==> config.mk <==
export PLATFORM = sky130hd
export DESIGN_NAME = gml_annunciator
export DESIGN_NICKNAME = d
export VERILOG_FILES = /design/src/gml_pkg.sv /design/src/gml_annunciator.sv /design/src/gml_loop_conv.sv
export SDC_FILE = /design/constraint.sdc
export NUM_CORES = 2
export LEC_CHECK = 0
export BUFFER_PORTS_ARGS = -buffer_cell sky130_fd_sc_hd__buf_2
export CORE_AREA = 5 5 511 261
export DETAILED_ROUTE_END_ITERATION = 10
export DIE_AREA = 0 0 516 266
export GPL_TIMING_DRIVEN = 1
export PLACE_DENSITY = 0.8
export SYNTH_ARGS = -nofsm -noshare
export SYNTH_HDL_FRONTEND = slang
export SYNTH_SLANG_ARGS = --single-unit
==> constraint.sdc <==
create_clock -name core_clk -period 65.4 [get_ports core_clk]
set_clock_uncertainty 0.05 [all_clocks]
set_input_delay 3.27 -clock core_clk [delete_from_list [all_inputs] [get_ports core_clk]]
set_output_delay 3.27 -clock core_clk [all_outputs]
set_load 0.05 [all_outputs]
==> src/gml_pkg.sv <==
// constants shared by the gas monitor status and annunciator block
package gml_pkg;
   // clock rate and documented times
   localparam longint unsigned CLK_HZ = 125_000_000;
   localparam longint unsigned HOLD_IDLE_S = 300; // five minutes
   localparam longint unsigned BLINK_HALF_MS = 500; // one hertz blink
   localparam longint unsigned SCAN_DWELL_MS = 2000; // time shown per channel
   localparam logic [39:0] HOLD_IDLE_CYC = 40'(CLK_HZ * HOLD_IDLE_S);
   localparam logic [31:0] BLINK_HALF_CYC = 32'(CLK_HZ * BLINK_HALF_MS / 1000);
   localparam logic [31:0] SCAN_DWELL_CYC = 32'(CLK_HZ * SCAN_DWELL_MS / 1000);

   // loop current thresholds in microamps
   localparam logic [15:0] LOOP_ZERO_UA = 16'd4000; // zero reading
   localparam logic [15:0] LOOP_SPAN_UA = 16'd16000; // 4..20 mA span
   localparam logic [15:0] LOOP_OPEN_UA = 16'd1000; // below this the loop is dead
   localparam logic [15:0] LOOP_FAULT_UA = 16'd3800; // below this the sensor signals fault

   // fault codes
   localparam logic [7:0] SENSOR_NO_COMM_FAULT_CODE = 8'h0a; // 10
   localparam logic [7:0] SENSOR_LOOP_FAULT_CODE = 8'h0d; // 13
   localparam logic [7:0] CODE_NONE = 8'h00;

   // full scale limits and reset value
   localparam logic [15:0] SCALE_MIN = 16'h0001;
   localparam logic [15:0] SCALE_MAX = 16'hfde8; // 65000
   localparam logic [15:0] SCALE_RST = 16'h0064; // 100

   // register byte offsets
   localparam logic [7:0] OFS_STATUS = 8'h00;
   localparam logic [7:0] OFS_IRQ_STS = 8'h04;
   localparam logic [7:0] OFS_IRQ_MASK = 8'h08;
   localparam logic [7:0] OFS_SCALE0 = 8'h0c; // four words, one per channel
   localparam logic [7:0] OFS_VALUE0 = 8'h1c; // four words, one per channel
   localparam logic [5:0] IRQ_MASK_RST = 6'h00;

   // status register fields
   localparam int STS_CHAN_LSB = 0; // 2 bits
   localparam int STS_HELD_BIT = 2;
   localparam int STS_ALED_LSB = 3; // 4 bits
   localparam int STS_FLED_BIT = 7;
   localparam int STS_MFLT_BIT = 8;
   localparam int STS_LIVE_LSB = 9; // 4 bits
   // value register fields
   localparam int VAL_CODE_LSB = 16; // 8 bits
   // interrupt bits: 3..0 first relay alarm since reset, 4 sensor fault rise, 5 hold timeout
   localparam int IRQ_SFLT_BIT = 4;
   localparam int IRQ_TOUT_BIT = 5;

   // scan states
   typedef enum logic {
      GML_SCAN,
      GML_HOLD
   } gml_scan_t;
endpackage : gml_pkg

==> src/gml_annunciator.sv <==
// scan hold control, led annunciation, fault codes and wishbone registers
`timescale 1ns/1ps
module gml_annunciator #(
   parameter logic [39:0] HOLD_IDLE_CYC = gml_pkg::HOLD_IDLE_CYC,
   parameter logic [31:0] BLINK_HALF_CYC = gml_pkg::BLINK_HALF_CYC,
   parameter logic [31:0] SCAN_DWELL_CYC = gml_pkg::SCAN_DWELL_CYC,
   parameter int NCH = 4
) (
   input wire logic core_clk,
   input wire logic srst,
   // wishbone classic slave
   input wire logic wb_cyc_i,
   input wire logic wb_stb_i,
   input wire logic wb_we_i,
   input wire logic [7:0] wb_adr_i,
   input wire logic [3:0] wb_sel_i,
   input wire logic [31:0] wb_dat_i,
   output logic [31:0] wb_dat_o,
   output logic wb_ack_o,
   output logic irq,
   // front panel buttons and status pins, asynchronous
   input wire logic btn_hold,
   input wire logic btn_esc,
   input wire logic [3:0] relay_alarm, // alarm condition present per relay
   input wire logic monitor_fault, // monitor internal fault
   // adc samples, same clock domain
   input wire logic [NCH-1:0] sample_valid,
   input wire logic [NCH-1:0][15:0] loop_ua,
   // indicators
   output logic [3:0] alarm_led,
   output logic fault_led,
   output logic status_led_red,
   output logic status_led_blue,
   output logic [1:0] sel_chan, // channel shown; all channels are converted and monitored
   output logic scan_held
);
   // pin synchroniser: {monitor_fault, relay_alarm, esc, hold}
   logic [6:0] pin_s1_q, pin_s2_q, pin_p_q;
   logic [6:0] pin_raw;
   logic hold_press, esc_press, any_press;
   logic [3:0] live_alarm;
   logic mfault;

   // scan state
   gml_pkg::gml_scan_t state_q, state_d;
   logic [1:0] chan_q, chan_d;
   logic [31:0] dwell_q, dwell_d;
   logic [39:0] idle_q, idle_d;
   logic timeout_ev;

   // blink and annunciation
   logic [31:0] blink_cnt_q, blink_cnt_d;
   logic blink_q, blink_d;
   logic [3:0] seen_q, seen_d; // alarm happened since reset
   logic fseen_q, fseen_d; // sensor fault happened since reset
   logic fnow_q, fnow_d; // previous sensor fault level, for the rise event
   logic [3:0] aled_d;
   logic fled_d;

   // registers
   logic [5:0] sts_q, sts_d, mask_q, mask_d, sts_set;
   logic [NCH-1:0][15:0] scale_q, scale_d;
   logic ack_d;
   logic [31:0] dat_d;
   logic irq_d;
   logic wb_req;
   logic [31:0] wmask;

   // conversion results
   logic [NCH-1:0][15:0] value;
   logic [NCH-1:0][7:0] code;
   logic fault_any;

   assign pin_raw = {monitor_fault, relay_alarm, btn_esc, btn_hold};

   // two flops before use, a third keeps history for press edges
   always_ff @(posedge core_clk) begin
      if (srst) begin
         pin_s1_q <= 7'h00;
         pin_s2_q <= 7'h00;
         pin_p_q <= 7'h00;
      end else begin
         pin_s1_q <= pin_raw;
         pin_s2_q <= pin_s1_q;
         pin_p_q <= pin_s2_q;
      end
   end

   // no debounce: buttons are assumed clean by the panel hardware
   assign hold_press = pin_s2_q[0] & ~pin_p_q[0];
   assign esc_press = pin_s2_q[1] & ~pin_p_q[1];
   assign any_press = hold_press | esc_press;
   assign live_alarm = pin_s2_q[5:2];
   assign mfault = pin_s2_q[6];

   // one converter per channel
   genvar gi;
   generate
      for (gi = 0; gi < NCH; gi++) begin : g_conv
         gml_loop_conv u_conv (
            .core_clk(core_clk),
            .srst(srst),
            .sample_valid(sample_valid[gi]),
            .loop_ua(loop_ua[gi]),
            .scale(scale_q[gi]),
            .value_q(value[gi]),
            .code_q(code[gi])
         );
      end
   endgenerate

   assign fault_any = |code;

   // scan stepping and hold with idle timeout
   always_comb begin
      state_d = state_q;
      chan_d = chan_q;
      dwell_d = dwell_q;
      idle_d = idle_q;
      timeout_ev = 1'b0;
      case (state_q)
         gml_pkg::GML_SCAN: begin
            if (hold_press) begin
               state_d = gml_pkg::GML_HOLD;
               idle_d = 40'h0;
            end else if (dwell_q >= SCAN_DWELL_CYC - 32'h1) begin
               dwell_d = 32'h0;
               chan_d = chan_q + 2'h1;
            end else begin
               dwell_d = dwell_q + 32'h1;
            end
         end
         gml_pkg::GML_HOLD: begin
            // leaving hold keeps the held channel and restarts its dwell
            if (esc_press) begin
               state_d = gml_pkg::GML_SCAN;
               dwell_d = 32'h0;
            end else if (hold_press) begin
               idle_d = 40'h0;
            end else if (idle_q >= HOLD_IDLE_CYC - 40'h1) begin
               state_d = gml_pkg::GML_SCAN;
               dwell_d = 32'h0;
               timeout_ev = 1'b1;
            end else begin
               idle_d = idle_q + 40'h1;
            end
         end
         default: begin
            state_d = gml_pkg::GML_SCAN;
         end
      endcase
   end

   // scan registers
   always_ff @(posedge core_clk) begin
      if (srst) begin
         state_q <= gml_pkg::GML_SCAN;
         chan_q <= 2'h0;
         dwell_q <= 32'h0;
         idle_q <= 40'h0;
      end else begin
         state_q <= state_d;
         chan_q <= chan_d;
         dwell_q <= dwell_d;
         idle_q <= idle_d;
      end
   end

   // led annunciation from live conditions and what was seen since reset
   always_comb begin
      blink_cnt_d = blink_cnt_q + 32'h1;
      blink_d = blink_q;
      if (blink_cnt_q >= BLINK_HALF_CYC - 32'h1) begin
         blink_cnt_d = 32'h0;
         blink_d = ~blink_q;
      end
      seen_d = seen_q | live_alarm;
      fseen_d = fseen_q | fault_any;
      fnow_d = fault_any;
      for (int i = 0; i < 4; i++) begin
         if (live_alarm[i]) begin
            aled_d[i] = 1'b1;
         end else if (seen_q[i]) begin
            aled_d[i] = blink_q;
         end else begin
            aled_d[i] = 1'b0;
         end
      end
      // a past fault that has cleared blinks so it is not silently lost
      if (fault_any) begin
         fled_d = 1'b1;
      end else if (fseen_q) begin
         fled_d = blink_q;
      end else begin
         fled_d = 1'b0;
      end
   end

   // annunciation registers and leds
   always_ff @(posedge core_clk) begin
      if (srst) begin
         blink_cnt_q <= 32'h0;
         blink_q <= 1'b0;
         seen_q <= 4'h0;
         fseen_q <= 1'b0;
         fnow_q <= 1'b0;
         alarm_led <= 4'h0;
         fault_led <= 1'b0;
         status_led_red <= 1'b0;
         status_led_blue <= 1'b0;
         sel_chan <= 2'h0;
         scan_held <= 1'b0;
      end else begin
         blink_cnt_q <= blink_cnt_d;
         blink_q <= blink_d;
         seen_q <= seen_d;
         fseen_q <= fseen_d;
         fnow_q <= fnow_d;
         alarm_led <= aled_d;
         fault_led <= fled_d;
         status_led_red <= mfault;
         status_led_blue <= ~mfault;
         sel_chan <= chan_d;
         scan_held <= (state_d == gml_pkg::GML_HOLD);
      end
   end

   // bus request, write byte mask, interrupt sources
   assign wb_req = wb_cyc_i & wb_stb_i & ~wb_ack_o;
   always_comb begin
      for (int b = 0; b < 4; b++) begin
         wmask[b*8 +: 8] = {8{wb_sel_i[b]}};
      end
   end
   assign sts_set = {timeout_ev, fault_any & ~fnow_q, live_alarm & ~seen_q};

   // register file: write and read on the edge that raises ack
   always_comb begin
      logic [31:0] merged;
      merged = 32'h0;
      mask_d = mask_q;
      scale_d = scale_q;
      ack_d = wb_req;
      dat_d = 32'h0;
      // set wins over a simultaneous write-one clear
      sts_d = sts_q | sts_set;
      if (wb_req) begin
         case (wb_adr_i)
            gml_pkg::OFS_STATUS: begin
               dat_d[gml_pkg::STS_CHAN_LSB +: 2] = sel_chan;
               dat_d[gml_pkg::STS_HELD_BIT] = scan_held;
               dat_d[gml_pkg::STS_ALED_LSB +: 4] = alarm_led;
               dat_d[gml_pkg::STS_FLED_BIT] = fault_led;
               dat_d[gml_pkg::STS_MFLT_BIT] = status_led_red;
               dat_d[gml_pkg::STS_LIVE_LSB +: 4] = live_alarm;
            end
            gml_pkg::OFS_IRQ_STS: begin
               dat_d[5:0] = sts_q;
               if (wb_we_i) begin
                  sts_d = (sts_q & ~(wb_dat_i[5:0] & wmask[5:0])) | sts_set;
               end
            end
            gml_pkg::OFS_IRQ_MASK: begin
               dat_d[5:0] = mask_q;
               if (wb_we_i) begin
                  mask_d = (mask_q & ~wmask[5:0]) | (wb_dat_i[5:0] & wmask[5:0]);
               end
            end
            default: begin
               // scale and value words by index; other addresses read zero
               for (int c = 0; c < NCH; c++) begin
                  if (wb_adr_i == gml_pkg::OFS_SCALE0 + 8'(4 * c)) begin
                     dat_d[15:0] = scale_q[c];
                     if (wb_we_i) begin
                        merged = ({16'h0, scale_q[c]} & ~wmask) | (wb_dat_i & wmask);
                        if (merged[15:0] < gml_pkg::SCALE_MIN) begin
                           scale_d[c] = gml_pkg::SCALE_MIN;
                        end else if (merged[15:0] > gml_pkg::SCALE_MAX) begin
                           scale_d[c] = gml_pkg::SCALE_MAX;
                        end else begin
                           scale_d[c] = merged[15:0];
                        end
                     end
                  end
                  if (wb_adr_i == gml_pkg::OFS_VALUE0 + 8'(4 * c)) begin
                     dat_d[15:0] = value[c];
                     dat_d[gml_pkg::VAL_CODE_LSB +: 8] = code[c];
                  end
               end
            end
         endcase
      end
      irq_d = |(sts_d & mask_d);
   end

   // register file flops
   always_ff @(posedge core_clk) begin
      if (srst) begin
         sts_q <= 6'h00;
         mask_q <= gml_pkg::IRQ_MASK_RST;
         for (int c = 0; c < NCH; c++) begin
            scale_q[c] <= gml_pkg::SCALE_RST;
         end
         wb_ack_o <= 1'b0;
         wb_dat_o <= 32'h0;
         irq <= 1'b0;
      end else begin
         sts_q <= sts_d;
         mask_q <= mask_d;
         scale_q <= scale_d;
         wb_ack_o <= ack_d;
         wb_dat_o <= dat_d;
         irq <= irq_d;
      end
   end
endmodule : gml_annunciator

==> src/gml_loop_conv.sv <==
// one channel of loop current to gas value conversion with fault coding
`timescale 1ns/1ps
module gml_loop_conv (
   input wire logic core_clk,
   input wire logic srst,
   input wire logic sample_valid, // new adc sample this cycle
   input wire logic [15:0] loop_ua, // loop current in microamps
   input wire logic [15:0] scale, // full scale, already clamped
   output logic [15:0] value_q, // gas value
   output logic [7:0] code_q // fault code, zero when healthy
);
   logic [15:0] value_d;
   logic [7:0] code_d;
   logic [15:0] span; // current above 4 mA, clamped to the span
   logic [31:0] prod;

   // classify the sample, then scale the span linearly
   always_comb begin
      value_d = value_q;
      code_d = code_q;
      span = 16'h0000;
      prod = 32'h0000_0000;
      if (sample_valid) begin
         if (loop_ua < gml_pkg::LOOP_OPEN_UA) begin
            // dead loop or sensor, never read as a zero reading
            code_d = gml_pkg::SENSOR_NO_COMM_FAULT_CODE;
            value_d = 16'h0000;
         end else if (loop_ua < gml_pkg::LOOP_FAULT_UA) begin
            // sensor drives a sub-4 mA fault level; cause not visible here
            code_d = gml_pkg::SENSOR_LOOP_FAULT_CODE;
            value_d = 16'h0000;
         end else begin
            code_d = gml_pkg::CODE_NONE;
            // small undershoot around 4 mA reads as zero, overrange as full scale
            if (loop_ua <= gml_pkg::LOOP_ZERO_UA) begin
               span = 16'h0000;
            end else if (loop_ua - gml_pkg::LOOP_ZERO_UA > gml_pkg::LOOP_SPAN_UA) begin
               span = gml_pkg::LOOP_SPAN_UA;
            end else begin
               span = loop_ua - gml_pkg::LOOP_ZERO_UA;
            end
            // divide by a constant; truncates toward zero
            prod = 32'(span) * 32'(scale);
            value_d = 16'(prod / 32'(gml_pkg::LOOP_SPAN_UA));
         end
      end
   end

   // register result
   always_ff @(posedge core_clk) begin
      if (srst) begin
         value_q <= 16'h0000;
         code_q <= gml_pkg::CODE_NONE;
      end else begin
         value_q <= value_d;
         code_q <= code_d;
      end
   end
endmodule : gml_loop_conv

==> results.toml <==
[floorplan]
rows = 93
die_h_um = 266
start_util = 0.548
design.die.area_um2 = 137000
io_pins = 168
die_w_um = 516
core_um2 = 128000

[timing]
timing.setup.tns_ns = 0
fmax_ghz = 0.0350
hold_violations = 0
rsz0062_at_grt = "false"
maxSlewHeadroom = -0.0822
final.min_clock_period_ns = 28.59
period_share = 0.437
worstMarginPinSlew_ns = 1.60
drv_slew = 4
finalWorstSetupSlack_ns = 36.81
finalSetupViolations = 0

[drt]
drtPass1Iterations = 11
ant_nets = 0
drc = 2
dr_total_vias = 68500
drt_iter0_drc = 9670
wl_per_cell_um = 21.7
vias_per_cell = 6.56
finalWirelength_um = 227000

[clock_network]
clk_latency_ns = 0.61
clk_pin_slew_ns = 0.07
ctsResizeCount = 0
root_buffer = "clkbuf_16"
htreeDepth = 1
clock_sinks = 310
cts_tree = "done"
cts_made_buffers = 28
cts_buffer_depth = 3
post_cts_buffers = 0
postCtsHoldBufs = 0

[hold_path]
hp-class = "register to register"
hold_depth = 1

[critical_path]
r2r_cells = 59
endpoint_kind = "register"
path_max_fanout = 72
path_class = "input pin to register"
crit_end = "g_conv[0].u_conv.value_q[0]"
critPathMaxStageDelay_ns = 0.87
worstSetupStartpoint = "loop_ua[5]"
arrival_ns = 29.00
r2r_slack_ns = 41.74
crit_path_start_kind = "input pin"
r2r-end = "g_conv[0].u_conv.value_q[0]"
critPathRequiredTime_ns = 65.81
slowest_stage = "mux2i_1"
rr_startpoint = "scale_q[12]"
critPathMostFrequentCell = "fa_1"

[global_routing]
grt_pass1_vias = 64000
grtUsageMet1 = 0.482
busiest_layer = "met1"
antenna_found_initial = 23
use_met3 = 0.121
grt_max_degree = 137
grt_use_total = 0.318
grt_pass1_wl_um = 357000
grt.overflow.total = 0
grtUsageMet2 = 0.416

[logic_synthesis]
netlist_area_um2 = 70000
synth-seq-cells = 310
ys.flop_type = "dfxtp_1"
synthMuxAreaShare = 0.0208
synthAdderAreaFrac = 0.301
synth_edf_count = 0
netlist_top_cells_count = "913 x inv_1, 889 x nand2_1, 776 x fa_1, 645 x nor2_1, 427 x ha_1"
synth_area_per_cell_um2 = 8.01
async_flop_share = 0
ys_seq_area_frac = 0.0886
synth_largest_area_cell = "fa_1"
ys_types = 185
synthTopCellsByArea = "fa_1 22%, dfxtp_1 8.9%, ha_1 7.6%, inv_1 4.9%, nand2_1 4.8%"
synthCells = 8744
synth_compound_area_frac = 0.227
synthXorXnorAreaFrac = 0.0498
yosysTopAreaCellShare = 0.222
synth_top_family_by_area = "adder cells"
yosysWarnings = 0
synthSimpleGateAreaFrac = 0.232
yosysMostFrequentCell = "inv_1"

[layout]
nFillCells = 11500
layout.nets = 10000
fin_cells = 10400
syn_to_final_growth_pct = 3.95
drive_gt1_frac = 0.0792
post-route-util = 0.569

[placed_design]
io_buffers = 137
post-place-ws_ns = 37.14
place.gp.congestion = 1.02
dp.cells = 10400
dpl.hpwl_um = 181000

[outcome]
failed_checks = "design-rule violations, max-capacitance violations, max-slew violations"
status = "complete, but fails checks"

[run]
cap_violations = 1
## logic make-up after synthesis
group,after synthesis
simple gates,3196
compound gates,2137
buf+inv,1354
fa+ha+maj,1220
xor+xnor,390
flops,310
mux,135
other cells,2
## per-layer routing
metal / up-vias / routed length [µm]
met1: 33000 / 98400
met5: - / 299
met2: 4527 / 85600
met3: 420 / 36200
li1: 30600 / -
met4: 10 / 6180
## registers in the layout (all words and copies together), names as in the netlist, 2 cells and up
register and cells:
g_conv.u_conv.code_q 12, sel_chan 2, wb_dat_o 19, pin_s1_q 7
pin_p_q 2, g_conv.u_conv.value_q 64, sts_q 6, blink_cnt_q 32
seen_q 4, alarm_led 4, scale_q 64, mask_q 6
dwell_q 32, pin_s2_q 7, idle_q 40
## area by class of cell
cell class | instances | area, µm² | share of cell area
timing repair buffer | 220 | 1330 | 0.0182
sequential | 310 | 6210 | 0.0852
clock inverter | 14 | 141 | 0.00194
inverter | 917 | 3440 | 0.0473
antenna | 16 | 40.0 | 0.000550
clock buffer | 37 | 806 | 0.0111
tap | 1710 | 2140 | 0.0294
multi-input combinational | 7224 | 58700 | 0.806
## cells in the final DEF (no fill, tap or decap), types with 36 or more instances in the layout
cell and instances:
a211oi_1 90, a21o_1 78, a21oi_1 406, a22oi_1 117
a31oi_1 108, and2_1 285, and3_1 365, buf_2 136
buf_4 82, conb_1 146, dfxtp_1 310, fa_1 776
ha_1 427, inv_1 913, mux2_2 36, mux2i_1 82
nand2_1 889, nand2b_1 55, nand3_1 239, nand4_1 92
nor2_1 645, nor2b_1 60, nor3_1 162, nor4_1 56
o2111ai_1 37, o211a_1 36, o211ai_1 89, o21a_1 76
o21ai_0 298, o21ai_1 46, o31ai_1 44, or2_2 47
or3_1 55, xnor2_1 244, xor2_1 139
## stage by stage
step                      hold WS [ns]  instance area (µm²)
after floorplan                  0.329                70600
after global placement           0.358                71800
after detailed placement         0.353                71800
after CTS                        0.366                72800
after global routing             0.384                72800
final                            0.374                72800
## critical path, delay by kind of cell
family          cells  cell delay, ns
compound gates     31           11.99
simple gates       17            4.87
fa+ha+maj           8            4.00
mux                 6            3.07
buf+inv             6            1.04
xor+xnor            2            0.68
## worst min-delay path by stage
stage                           start               to  slack, ns
after floorplan           pin_s2_q[6]  status_led_blue       0.33
after global placement    pin_s2_q[6]  status_led_blue       0.36
after detailed placement  pin_s2_q[6]  status_led_blue       0.35
after CTS                 pin_s2_q[6]  status_led_blue       0.37
after global routing      pin_s2_q[6]  status_led_blue       0.38
final                     pin_s2_q[6]  status_led_blue       0.37
Power is left out: the tool's default activity adds up to more than one toggle a clock period on the data nets, which glitch-free logic cannot reach.
